--- config.mk ---
export PLATFORM = sky130hd
export DESIGN_NAME = iosi_top
export DESIGN_NICKNAME = d
export VERILOG_FILES = /design/src/verilog/iosi_pkg.sv /design/src/verilog/iosi_sync.sv /design/src/verilog/iosi_top.sv
export VERILOG_INCLUDE_DIRS = /design/src /design/src/verilog
export SDC_FILE = /design/constraint.sdc
export NUM_CORES = 1
export LEC_CHECK = 0
export BUFFER_PORTS_ARGS = -buffer_cell sky130_fd_sc_hd__buf_4
export CORE_MARGIN = 4
export CORE_UTILIZATION = 45
export DETAILED_ROUTE_END_ITERATION = 16
export PLACE_DENSITY = 0.8
export REMOVE_ABC_BUFFERS = 1
export SYNTH_ARGS = -nofsm -noshare
export SYNTH_HDL_FRONTEND = slang
export SYNTH_HIERARCHICAL = 1
export SYNTH_SLANG_ARGS = --single-unit
--- constraint.sdc ---
create_clock -name aclk -period 2.3 [get_ports aclk]
set_clock_uncertainty 0.1 [all_clocks]
set_input_delay 0.115 -clock aclk [delete_from_list [all_inputs] [get_ports aclk]]
set_output_delay 0.115 -clock aclk [all_outputs]
set_load 0.01 [all_outputs]
--- src/verilog/iosi_regs.svh ---
`ifndef IOSI_REGS_SVH
`define IOSI_REGS_SVH

// register byte offsets, compared against address bits [7:0]
`define IOSI_OFS_SELECT 8'h00
`define IOSI_OFS_STATUS 8'h04
`define IOSI_OFS_MASK 8'h08
`define IOSI_OFS_CONTROL 8'h0C
`define IOSI_OFS_STATE 8'h10
`define IOSI_OFS_MSB 7

// status and mask bit positions, one per interrupt level
`define IOSI_LVL_10 0
`define IOSI_LVL_20 1
`define IOSI_LVL_30 2
`define IOSI_LVL_40 3
`define IOSI_LVL_N 4

// control and state bit positions
`define IOSI_CTL_LOCKOUT 0
`define IOSI_STA_BUSY 0
`define IOSI_STA_RESUME 1
`define IOSI_STA_EXT_LO 2
`define IOSI_STA_EXT_HI 3

// field widths and reset values
`define IOSI_CODE_W 12
`define IOSI_BYTE_W 8
`define IOSI_CODE_RST 12'h000
`define IOSI_MASK_RST 4'h0
`define IOSI_STATUS_RST 4'h0
`define IOSI_LOCKOUT_RST 1'b0

// axi responses
`define IOSI_RESP_OKAY 2'b00
`define IOSI_RESP_SLVERR 2'b10

`endif

--- src/verilog/iosi_pkg.sv ---
package iosi_pkg;

  // select code as placed on the output lines
  typedef struct packed {
    logic [5:0] unit;
    logic [5:0] func;
  } iosi_select_type;

  // selection handshake
  typedef enum logic [1:0] {
    ST_IDLE,
    ST_OFFER,
    ST_RELEASE
  } iosi_state_type;

endpackage

--- src/verilog/iosi_sync.sv ---
`timescale 1ns/100ps
`default_nettype none

module iosi_sync #(
  parameter int WIDTH = 1
) (
  input wire logic aclk,
  input wire logic aresetn,
  input wire logic [WIDTH-1:0] async_in,
  output logic [WIDTH-1:0] sync_out
);

  logic [WIDTH-1:0] meta_q;

  // two flops, the first read only by the second
  always_ff @(posedge aclk) begin
    if (!aresetn) begin
      meta_q <= '0;
      sync_out <= '0;
    end else begin
      meta_q <= async_in;
      sync_out <= meta_q;
    end
  end

endmodule

`default_nettype wire

--- src/verilog/iosi_top.sv ---
// Decided for this implementation: the address map and register access over AXI4-Lite.
`timescale 1ns/100ps
`default_nettype none
`include "iosi_regs.svh"

module iosi_top (
  input wire logic aclk,
  input wire logic aresetn,
  input wire logic [31:0] s_axi_awaddr,
  input wire logic s_axi_awvalid,
  output logic s_axi_awready,
  input wire logic [31:0] s_axi_wdata,
  input wire logic [3:0] s_axi_wstrb,
  input wire logic s_axi_wvalid,
  output logic s_axi_wready,
  output logic [1:0] s_axi_bresp,
  output logic s_axi_bvalid,
  input wire logic s_axi_bready,
  input wire logic [31:0] s_axi_araddr,
  input wire logic s_axi_arvalid,
  output logic s_axi_arready,
  output logic [31:0] s_axi_rdata,
  output logic [1:0] s_axi_rresp,
  output logic s_axi_rvalid,
  input wire logic s_axi_rready,
  output iosi_pkg::iosi_select_type external_function_code,
  output logic function_ready,
  input wire logic output_resume,
  input wire logic [1:0] ext_irq,
  output logic irq
);

  ////////////////////////////////////////////////////////////////////////
  // pin synchronisers

  logic [2:0] pins_s;
  logic ack_s;
  logic [1:0] ext_s;

  iosi_sync #(
    .WIDTH(3)
  ) u_sync (
    .aclk(aclk),
    .aresetn(aresetn),
    .async_in({ext_irq, output_resume}),
    .sync_out(pins_s)
  );

  assign ack_s = pins_s[0];
  assign ext_s = pins_s[2:1];

  ////////////////////////////////////////////////////////////////////////
  // axi4-lite write channel

  logic aw_full_q, w_full_q;
  logic [`IOSI_OFS_MSB:0] aw_addr_q;
  logic [31:0] w_data_q;
  logic [3:0] w_strb_q;
  logic aw_take, w_take, wr_fire, aw_full_d, w_full_d, bvalid_d;
  logic wr_hit_sel, wr_hit_sts, wr_hit_msk, wr_hit_ctl, wr_mapped;

  assign aw_take = s_axi_awvalid & s_axi_awready;
  assign w_take = s_axi_wvalid & s_axi_wready;
  assign wr_fire = aw_full_q & w_full_q & ~s_axi_bvalid;
  assign aw_full_d = (aw_full_q | aw_take) & ~wr_fire;
  assign w_full_d = (w_full_q | w_take) & ~wr_fire;
  assign bvalid_d = (s_axi_bvalid & ~s_axi_bready) | wr_fire;

  assign wr_hit_sel = aw_addr_q == `IOSI_OFS_SELECT;
  assign wr_hit_sts = aw_addr_q == `IOSI_OFS_STATUS;
  assign wr_hit_msk = aw_addr_q == `IOSI_OFS_MASK;
  assign wr_hit_ctl = aw_addr_q == `IOSI_OFS_CONTROL;
  assign wr_mapped = wr_hit_sel | wr_hit_sts | wr_hit_msk | wr_hit_ctl
    | (aw_addr_q == `IOSI_OFS_STATE);

  always_ff @(posedge aclk) begin
    if (!aresetn) begin
      aw_full_q <= 1'b0;
      w_full_q <= 1'b0;
      s_axi_awready <= 1'b0;
      s_axi_wready <= 1'b0;
      s_axi_bvalid <= 1'b0;
      s_axi_bresp <= `IOSI_RESP_OKAY;
      aw_addr_q <= '0;
      w_data_q <= '0;
      w_strb_q <= '0;
    end else begin
      aw_full_q <= aw_full_d;
      w_full_q <= w_full_d;
      s_axi_awready <= ~aw_full_d;
      s_axi_wready <= ~w_full_d;
      s_axi_bvalid <= bvalid_d;
      if (wr_fire) begin
        s_axi_bresp <= wr_mapped ? `IOSI_RESP_OKAY : `IOSI_RESP_SLVERR;
      end
      if (aw_take) begin
        aw_addr_q <= s_axi_awaddr[`IOSI_OFS_MSB:0];
      end
      if (w_take) begin
        w_data_q <= s_axi_wdata;
        w_strb_q <= s_axi_wstrb;
      end
    end
  end

  ////////////////////////////////////////////////////////////////////////
  // registers and select handshake

  iosi_pkg::iosi_state_type state_q, state_d;
  logic [`IOSI_CODE_W-1:0] code_d;
  logic [`IOSI_LVL_N-1:0] status_q, mask_q, ev, clr, status_d;
  logic lockout_q, sel_wr, launch, refuse, accepted;

  assign sel_wr = wr_fire & wr_hit_sel & (w_strb_q[0] | w_strb_q[1]);
  // status requests are select codes too, issued the same way
  assign launch = sel_wr & (state_q == iosi_pkg::ST_IDLE);
  assign refuse = sel_wr & (state_q != iosi_pkg::ST_IDLE);
  assign accepted = (state_q == iosi_pkg::ST_OFFER) & ack_s;
  assign code_d[`IOSI_CODE_W-1:`IOSI_BYTE_W] = w_strb_q[1] ?
    w_data_q[`IOSI_CODE_W-1:`IOSI_BYTE_W] :
    external_function_code[`IOSI_CODE_W-1:`IOSI_BYTE_W];
  assign code_d[`IOSI_BYTE_W-1:0] = w_strb_q[0] ?
    w_data_q[`IOSI_BYTE_W-1:0] : external_function_code[`IOSI_BYTE_W-1:0];

  always_comb begin
    state_d = state_q;
    unique case (state_q)
      iosi_pkg::ST_IDLE: begin
        if (launch) begin
          state_d = iosi_pkg::ST_OFFER;
        end
      end
      iosi_pkg::ST_OFFER: begin
        if (ack_s) begin
          state_d = iosi_pkg::ST_RELEASE;
        end
      end
      iosi_pkg::ST_RELEASE: begin
        if (!ack_s) begin
          state_d = iosi_pkg::ST_IDLE;
        end
      end
    endcase
  end

  // sticky events; a new event beats a same-cycle clear
  assign ev[`IOSI_LVL_10] = accepted;
  assign ev[`IOSI_LVL_20] = refuse;
  assign ev[`IOSI_LVL_30] = ext_s[0];
  assign ev[`IOSI_LVL_40] = ext_s[1];
  assign clr = (wr_fire & wr_hit_sts & w_strb_q[0]) ?
    w_data_q[`IOSI_LVL_N-1:0] : `IOSI_STATUS_RST;
  assign status_d = (status_q & ~clr) | ev;

  always_ff @(posedge aclk) begin
    if (!aresetn) begin
      state_q <= iosi_pkg::ST_IDLE;
      function_ready <= 1'b0;
      external_function_code <= `IOSI_CODE_RST;
      status_q <= `IOSI_STATUS_RST;
      mask_q <= `IOSI_MASK_RST;
      lockout_q <= `IOSI_LOCKOUT_RST;
      irq <= 1'b0;
    end else begin
      state_q <= state_d;
      function_ready <= state_d == iosi_pkg::ST_OFFER;
      if (launch) begin
        external_function_code <= code_d;
      end
      status_q <= status_d;
      if (wr_fire & wr_hit_msk & w_strb_q[0]) begin
        mask_q <= w_data_q[`IOSI_LVL_N-1:0];
      end
      if (wr_fire & wr_hit_ctl & w_strb_q[0]) begin
        lockout_q <= w_data_q[`IOSI_CTL_LOCKOUT];
      end
      irq <= (|(status_q & mask_q)) & ~lockout_q;
    end
  end

  ////////////////////////////////////////////////////////////////////////
  // axi4-lite read channel

  logic ar_take, rvalid_d, rd_mapped;
  logic [`IOSI_OFS_MSB:0] rd_addr;
  logic [31:0] rd_word, state_word;

  assign ar_take = s_axi_arvalid & s_axi_arready;
  assign rvalid_d = (s_axi_rvalid & ~s_axi_rready) | ar_take;
  assign rd_addr = s_axi_araddr[`IOSI_OFS_MSB:0];

  always_comb begin
    state_word = '0;
    state_word[`IOSI_STA_BUSY] = state_q != iosi_pkg::ST_IDLE;
    state_word[`IOSI_STA_RESUME] = ack_s;
    state_word[`IOSI_STA_EXT_HI:`IOSI_STA_EXT_LO] = ext_s;
  end

  always_comb begin
    rd_word = '0;
    rd_mapped = 1'b1;
    unique case (rd_addr)
      `IOSI_OFS_SELECT: rd_word[`IOSI_CODE_W-1:0] = external_function_code;
      `IOSI_OFS_STATUS: rd_word[`IOSI_LVL_N-1:0] = status_q;
      `IOSI_OFS_MASK: rd_word[`IOSI_LVL_N-1:0] = mask_q;
      `IOSI_OFS_CONTROL: rd_word[`IOSI_CTL_LOCKOUT] = lockout_q;
      `IOSI_OFS_STATE: rd_word = state_word;
      default: rd_mapped = 1'b0;
    endcase
  end

  always_ff @(posedge aclk) begin
    if (!aresetn) begin
      s_axi_arready <= 1'b0;
      s_axi_rvalid <= 1'b0;
      s_axi_rdata <= '0;
      s_axi_rresp <= `IOSI_RESP_OKAY;
    end else begin
      s_axi_arready <= ~rvalid_d;
      s_axi_rvalid <= rvalid_d;
      if (ar_take) begin
        s_axi_rdata <= rd_word;
        s_axi_rresp <= rd_mapped ? `IOSI_RESP_OKAY : `IOSI_RESP_SLVERR;
      end
    end
  end

  ////////////////////////////////////////////////////////////////////////
  // checks

  strobe_hold_a: assert property (
    @(posedge aclk) disable iff (!aresetn)
    function_ready && !ack_s && state_q == iosi_pkg::ST_OFFER
      |=> function_ready)
    else $error("strobe dropped before acknowledge");

  strobe_drop_a: assert property (
    @(posedge aclk) disable iff (!aresetn)
    function_ready && ack_s |=> !function_ready ##1 !function_ready)
    else $error("strobe not dropped after acknowledge");

  code_stable_a: assert property (
    @(posedge aclk) disable iff (!aresetn)
    function_ready ##1 function_ready |-> $stable(external_function_code))
    else $error("select code changed under strobe");

  launch_start_a: assert property (
    @(posedge aclk) disable iff (!aresetn)
    launch |=> function_ready && external_function_code == $past(code_d))
    else $error("select write did not drive code and strobe");

  lockout_gate_a: assert property (
    @(posedge aclk) disable iff (!aresetn)
    lockout_q |=> !irq)
    else $error("interrupt raised under lockout");

  irq_raise_a: assert property (
    @(posedge aclk) disable iff (!aresetn)
    !lockout_q && (|(status_q & mask_q)) |=> irq)
    else $error("unmasked level did not interrupt");

  ext_latch_a: assert property (
    @(posedge aclk) disable iff (!aresetn)
    ext_irq[1] ##2 1'b1 |=> status_q[`IOSI_LVL_40])
    else $error("external request not latched");

  refuse_flag_a: assert property (
    @(posedge aclk) disable iff (!aresetn)
    refuse |=> status_q[`IOSI_LVL_20] && $stable(external_function_code))
    else $error("busy select write not flagged");

endmodule

`default_nettype wire
[Yosys cells after proc, flatten, opt, wreduce, memory -nomap -nowiden]
Index checks and enable logic that the tools add are counted.
Storage, ports and cells
  register bits after elaboration: 76
  bits of input ports: 110
  output and inout bits: 55
  logic and storage cells: 96
Cells by class
  equal/unequal tests: 11
  muxes and demuxes: 11
  bitwise logic cells: 42
  reduce and logical (&&, ||, !) cells: 8
Operators with widths (number)
  8-bit by 4-bit equality test with 1-bit output (second input constant): 4
  1-bit bitwise AND: 21
  8-bit by 3-bit equality test with 1-bit output (second input constant): 2
  8-bit by 5-bit equality test with 1-bit output (second input constant): 2
  8-bit logical NOT: 2
  3-bit one-hot mux with 4 select lines: 1
  2-bit 2-to-1 mux: 5
  1-bit bitwise OR: 9
  4-bit bitwise AND: 2
  8-bit 2-to-1 mux: 1
  1-bit NOT: 8
  2-bit one-hot mux with 3 select lines: 1
  1-bit one-hot mux with 5 select lines: 1
  5-bit OR reduction: 1
  2-bit by 1-bit equality test with 1-bit output (second input constant): 2
  4-bit 2-to-1 mux: 1
  4-bit NOT: 1
  4-bit bitwise OR: 1
  2-bit AND reduction: 2
  4-bit OR reduction: 1
  2-bit equality test (second input constant): 1
  2-bit logical NOT: 1
  2-bit nonzero test: 1
  1-bit 2-to-1 mux: 1

[Depth between registers and ports, before layout]
  depth in word-level cells: 8
  mapped depth: 7
  mapped depth without buffers: 6

[Hierarchy]
The synthesis kept the hierarchy.
By module, submodules not included
  iosi_top: instances 1, cells each 364, area an instance 3027.9 µm², sequential area each 1361.3 µm²
  iosi_sync: instances 1, cells each 12, area an instance 157.7 µm², sequential area each 120.1 µm²

[Worst setup path before layout]
No wires, ideal clock.
  path kind: flip-flop to flip-flop
  start point: register state_q[1]
  end point: register external_function_code[2] (netlist bit)
  setup time: 0.129 ns
  data arrival time: 1.456 ns
  data required time: 2.071 ns
  setup slack: 0.615 ns
  stages on the path, launching flop included: 8
  path buffers: 1
  period minus slack after synthesis: 1.685 ns
  cells stage by stage: dfxtp_1 inv_1 ha_1 nor4bb_1 nand4_1 clkbuf_1 nand3_1 o21ai_0
On the way
  longest elaborated chain between the ends: 3
Ends and longest elaborated chain
  from (decl): line iosi_top.sv:109  | iosi_pkg::iosi_state_type state_q, state_d;
  from (signal assigned): line iosi_top.sv:157  | state_q <= iosi_pkg::ST_IDLE;
  from (signal assigned): line iosi_top.sv:165  | state_q <= state_d;
  2-bit logical NOT: line iosi_top.sv:116  | assign launch = sel_wr & (state_q == iosi_pkg::ST_IDLE);
  1-bit bitwise AND: line iosi_top.sv:116
  2-bit AND reduction (no line)
  to (signal assigned): line iosi_top.sv:159  | external_function_code <= `IOSI_CODE_RST;
  to (signal assigned): line iosi_top.sv:168  | external_function_code <= code_d;
  to (decl): line iosi_top.sv:26  | output iosi_pkg::iosi_select_type external_function_code,
No other way between the ends.
A chain may end at the register's enable or synchronous reset.

[Final worst setup path]
  start point: register state_q[1]
  end point: register external_function_code[8] (netlist bit)
The elaborated chain is that of the path after synthesis.

==> run_results.csv <==
group,metric,value,unit
floorplan,core,6830,sq um
final_layout,final_cell_mix,"buf_4, dfxtp_1, nand2_1, a21oi_1, dlygate4sd3_1",
floorplan,die_x,92.1,um
yosys,ys_types,41,
clock_tree,clkSlewWorstSetupHoldPaths,0.08,ns
drt,drtIter0Drc,174,
yosys,synth_ff_type,"dfxtp_1",
global_route,grt_pass1_wl,13100,um
clock_tree,clock_latency,0.34,ns
power,p_leak,0.00167,uW
sta,finalHoldViolCount,0,
placement,port_buffers,72,
drt,drt_wl_total,7840,um
flow_run,maxCapViolCount,0,
yosys,ys_warn_count,6,
sta,tightest_slew,0.540,ns
sta,finalCritPeriodShare,0.784,
yosys,synth_area,3190,sq um
clock_tree,cts-htree-levels,3,
global_route,grt_pass1_vias,2921,
yosys,ys_async_sr_fraction,0,
setup_path,critical_path_class,"reg -> reg",
drt,first_pass_iters,5,
clock_tree,clkSinkCount,74,
final_layout,antenna_cells,0,
setup_path,required,2.47,ns
global_route,antenna_found_initial,0,
sta,setup_viol,0,
sta,max_freq,554,MHz
clock_tree,cts-root-buf,"clkbuf_8",
sta,max_slew_margin,0.637,
floorplan,start_util,0.466,
drt,drc,0,
global_route,track_usage,0.191,
global_route,grt_max_degree,46,
final_layout,layout_commonest_cell,"buf_4",
sta,drv_slew,0,
final_layout,final_nets,588,
setup_path,arrival,1.98,ns
sta,fin_crit,1.80,ns
yosys,syn_avg_cell_area,8.47,sq um
drt,wl_per_cell,13.6,um
final_layout,areaGrowthSynthToFinish,33.4,%
yosys,syn_inst,376,
min_path,hold_class,"in -> reg",
sta,rsz0062_at_grt,"false",
final_layout,drive_gt1_frac,0.213,
setup_path,start_kind,"register",
drt,vias_per_cell,5.18,
floorplan,io_pins,165,
clock_tree,cts_buffers,9,
drt,antenna_left,0,
power,power-per-cell-area,622,nW/um^2
yosys,synth_edf_count,0,
drt,num_vias,2986,
yosys,ys_ff_latch,74,
placement,dp_hpwl,5430,um
yosys,ys_seq_area_frac,0.465,
final_layout,fin_area,4250,sq um
placement,placed_cell_area,3720,sq um
clock_tree,clk_path_buf_depth,2,
floorplan,die_area,8490,sq um
floorplan,die_y,92.1,um
floorplan,row_count,30,
final_layout,fillers,585,
power,peakVddDrop,0.441,mV
global_route,grt-ovfl-total,0,
placement,gp_congestion,0.821,
clock_tree,cts_setup_buffers,0,
sta,tns,0,ns
setup_path,cp_max_fo,8,
clock_tree,cts_tree,"yes",
setup_path,end_kind,"register",
outcome,status,"completed",
==> sequential cells by signal (all words and copies together), names as in the netlist, 2 cells and up <==
| register | count |
|---|---|
| aw_addr_q | 8 |
| external_function_code | 12 |
| mask_q | 4 |
| s_axi_rdata | 12 |
| state_q | 2 |
| status_q | 4 |
| u_sync/meta_q | 3 |
| u_sync/sync_out | 3 |
| w_data_q | 12 |
| w_strb_q | 2 |
==> power breakdown <==
part / internal [uW] / switching, uW / total, uW
combinational: 136 / 140 / 277
clock: 508 / 504 / 1010
sequential: 1320 / 37.5 / 1350
total: 1960 / 681 / 2640
==> cell usage after synthesis, types with 2 or more instances <==
library cell	instances	share of area
dfxtp_1	74	0.47
a32o_1	3	0.0094
nor3_1	2	0.0031
buf_4	22	0.052
a21oi_1	38	0.060
nand3_1	27	0.042
and3_1	2	0.0039
a31oi_1	4	0.0079
and2_1	8	0.016
and4_1	2	0.0055
nand2b_1	2	0.0039
clkbuf_1	20	0.024
mux2i_1	2	0.0063
or4_4	2	0.0071
o31ai_1	5	0.012
inv_1	9	0.011
o21a_1	3	0.0071
nand4_1	7	0.014
nor4bb_1	5	0.016
ha_1	3	0.012
nand2_1	56	0.066
nor4_4	3	0.020
nor2_1	25	0.029
o21ai_0	24	0.038
nand3b_1	2	0.0047
a22oi_1	8	0.019
a22o_1	2	0.0055
mux2_2	3	0.011
==> path summary, 6_finish.rpt <==
path | startpoint | to | slack (ns) | cells past startpoint
setup / recovery | state_q[1] | external_function_code[8] | 0.50 | 6
hold / removal | s_axi_awvalid | aw_addr_q[7] | 0.02 | 3
setup reg to reg | state_q[1] | external_function_code[8] | 0.50 | 6
hold reg to reg | u_sync/meta_q[2] | u_sync/sync_out[2] | 0.34 | 1
==> cells by family (layout without fill, tap and decap cells) <==
family,after synthesis,in the layout,share of synthesized area
AO/OA/AOI/OAI,93,93,0.174
multiplexers,5,5,0.0169
other,1,22,0.00118
adder cells (fa/ha/maj),3,3,0.0118
flip-flops,74,74,0.465
AND/OR/NAND/NOR,147,147,0.243
buffers and inverters,53,136,0.0884
==> routing by layer <==
metal	share of wire	routed length [um]	up-vias	GRT usage
met2	0.50	3910	123	0.323
met1	0.41	3190	1365	0.227
met4	0.022	170	0	0.0965
met3	0.071	559	20	0.0418
met5	0	0	-	0
li1	-	-	1478	-
==> worst max-delay path, stage by stage (launching register included) <==
cell	delay [ns]
dfxtp_1	0.34
inv_1	0.10
ha_1	0.28
nor4bb_1	0.32
and4_1	0.39
nand3_1	0.11
o21ai_0	0.09
==> area by class of cell <==
cell class | instances | area (sq um) | share of cell area
clock buffer | 9 | 124 | 0.0292
tap | 96 | 120 | 0.0283
sequential | 74 | 1480 | 0.349
timing repair buffer | 110 | 908 | 0.214
multi-input combinational | 270 | 1500 | 0.353
clock inverter | 7 | 76.3 | 0.0180
inverter | 10 | 37.5 | 0.00883
==> what timing repair did <==
item                      in CTS  in global routing
hold buffers                  33                  0
resized for setup              0                  0
hold endpoints to repair      27                  0
==> through the flow <==
step	util	total power, uW	std cells	setup WS [ns]	hold WS, ns
3_3_place_gp	0.544	1610	527	0.530	0.231
2_1_floorplan	-	1490	354	0.585	0.132
4_1_cts	0.622	2670	576	0.490	0.00279
6_report	0.622	2640	576	0.496	0.0175
3_5_place_dp	0.544	1610	527	0.523	0.233
5_1_grt	0.622	2750	576	0.331	0.0192
No activity file was read; power rests on OpenSTA's default activity.
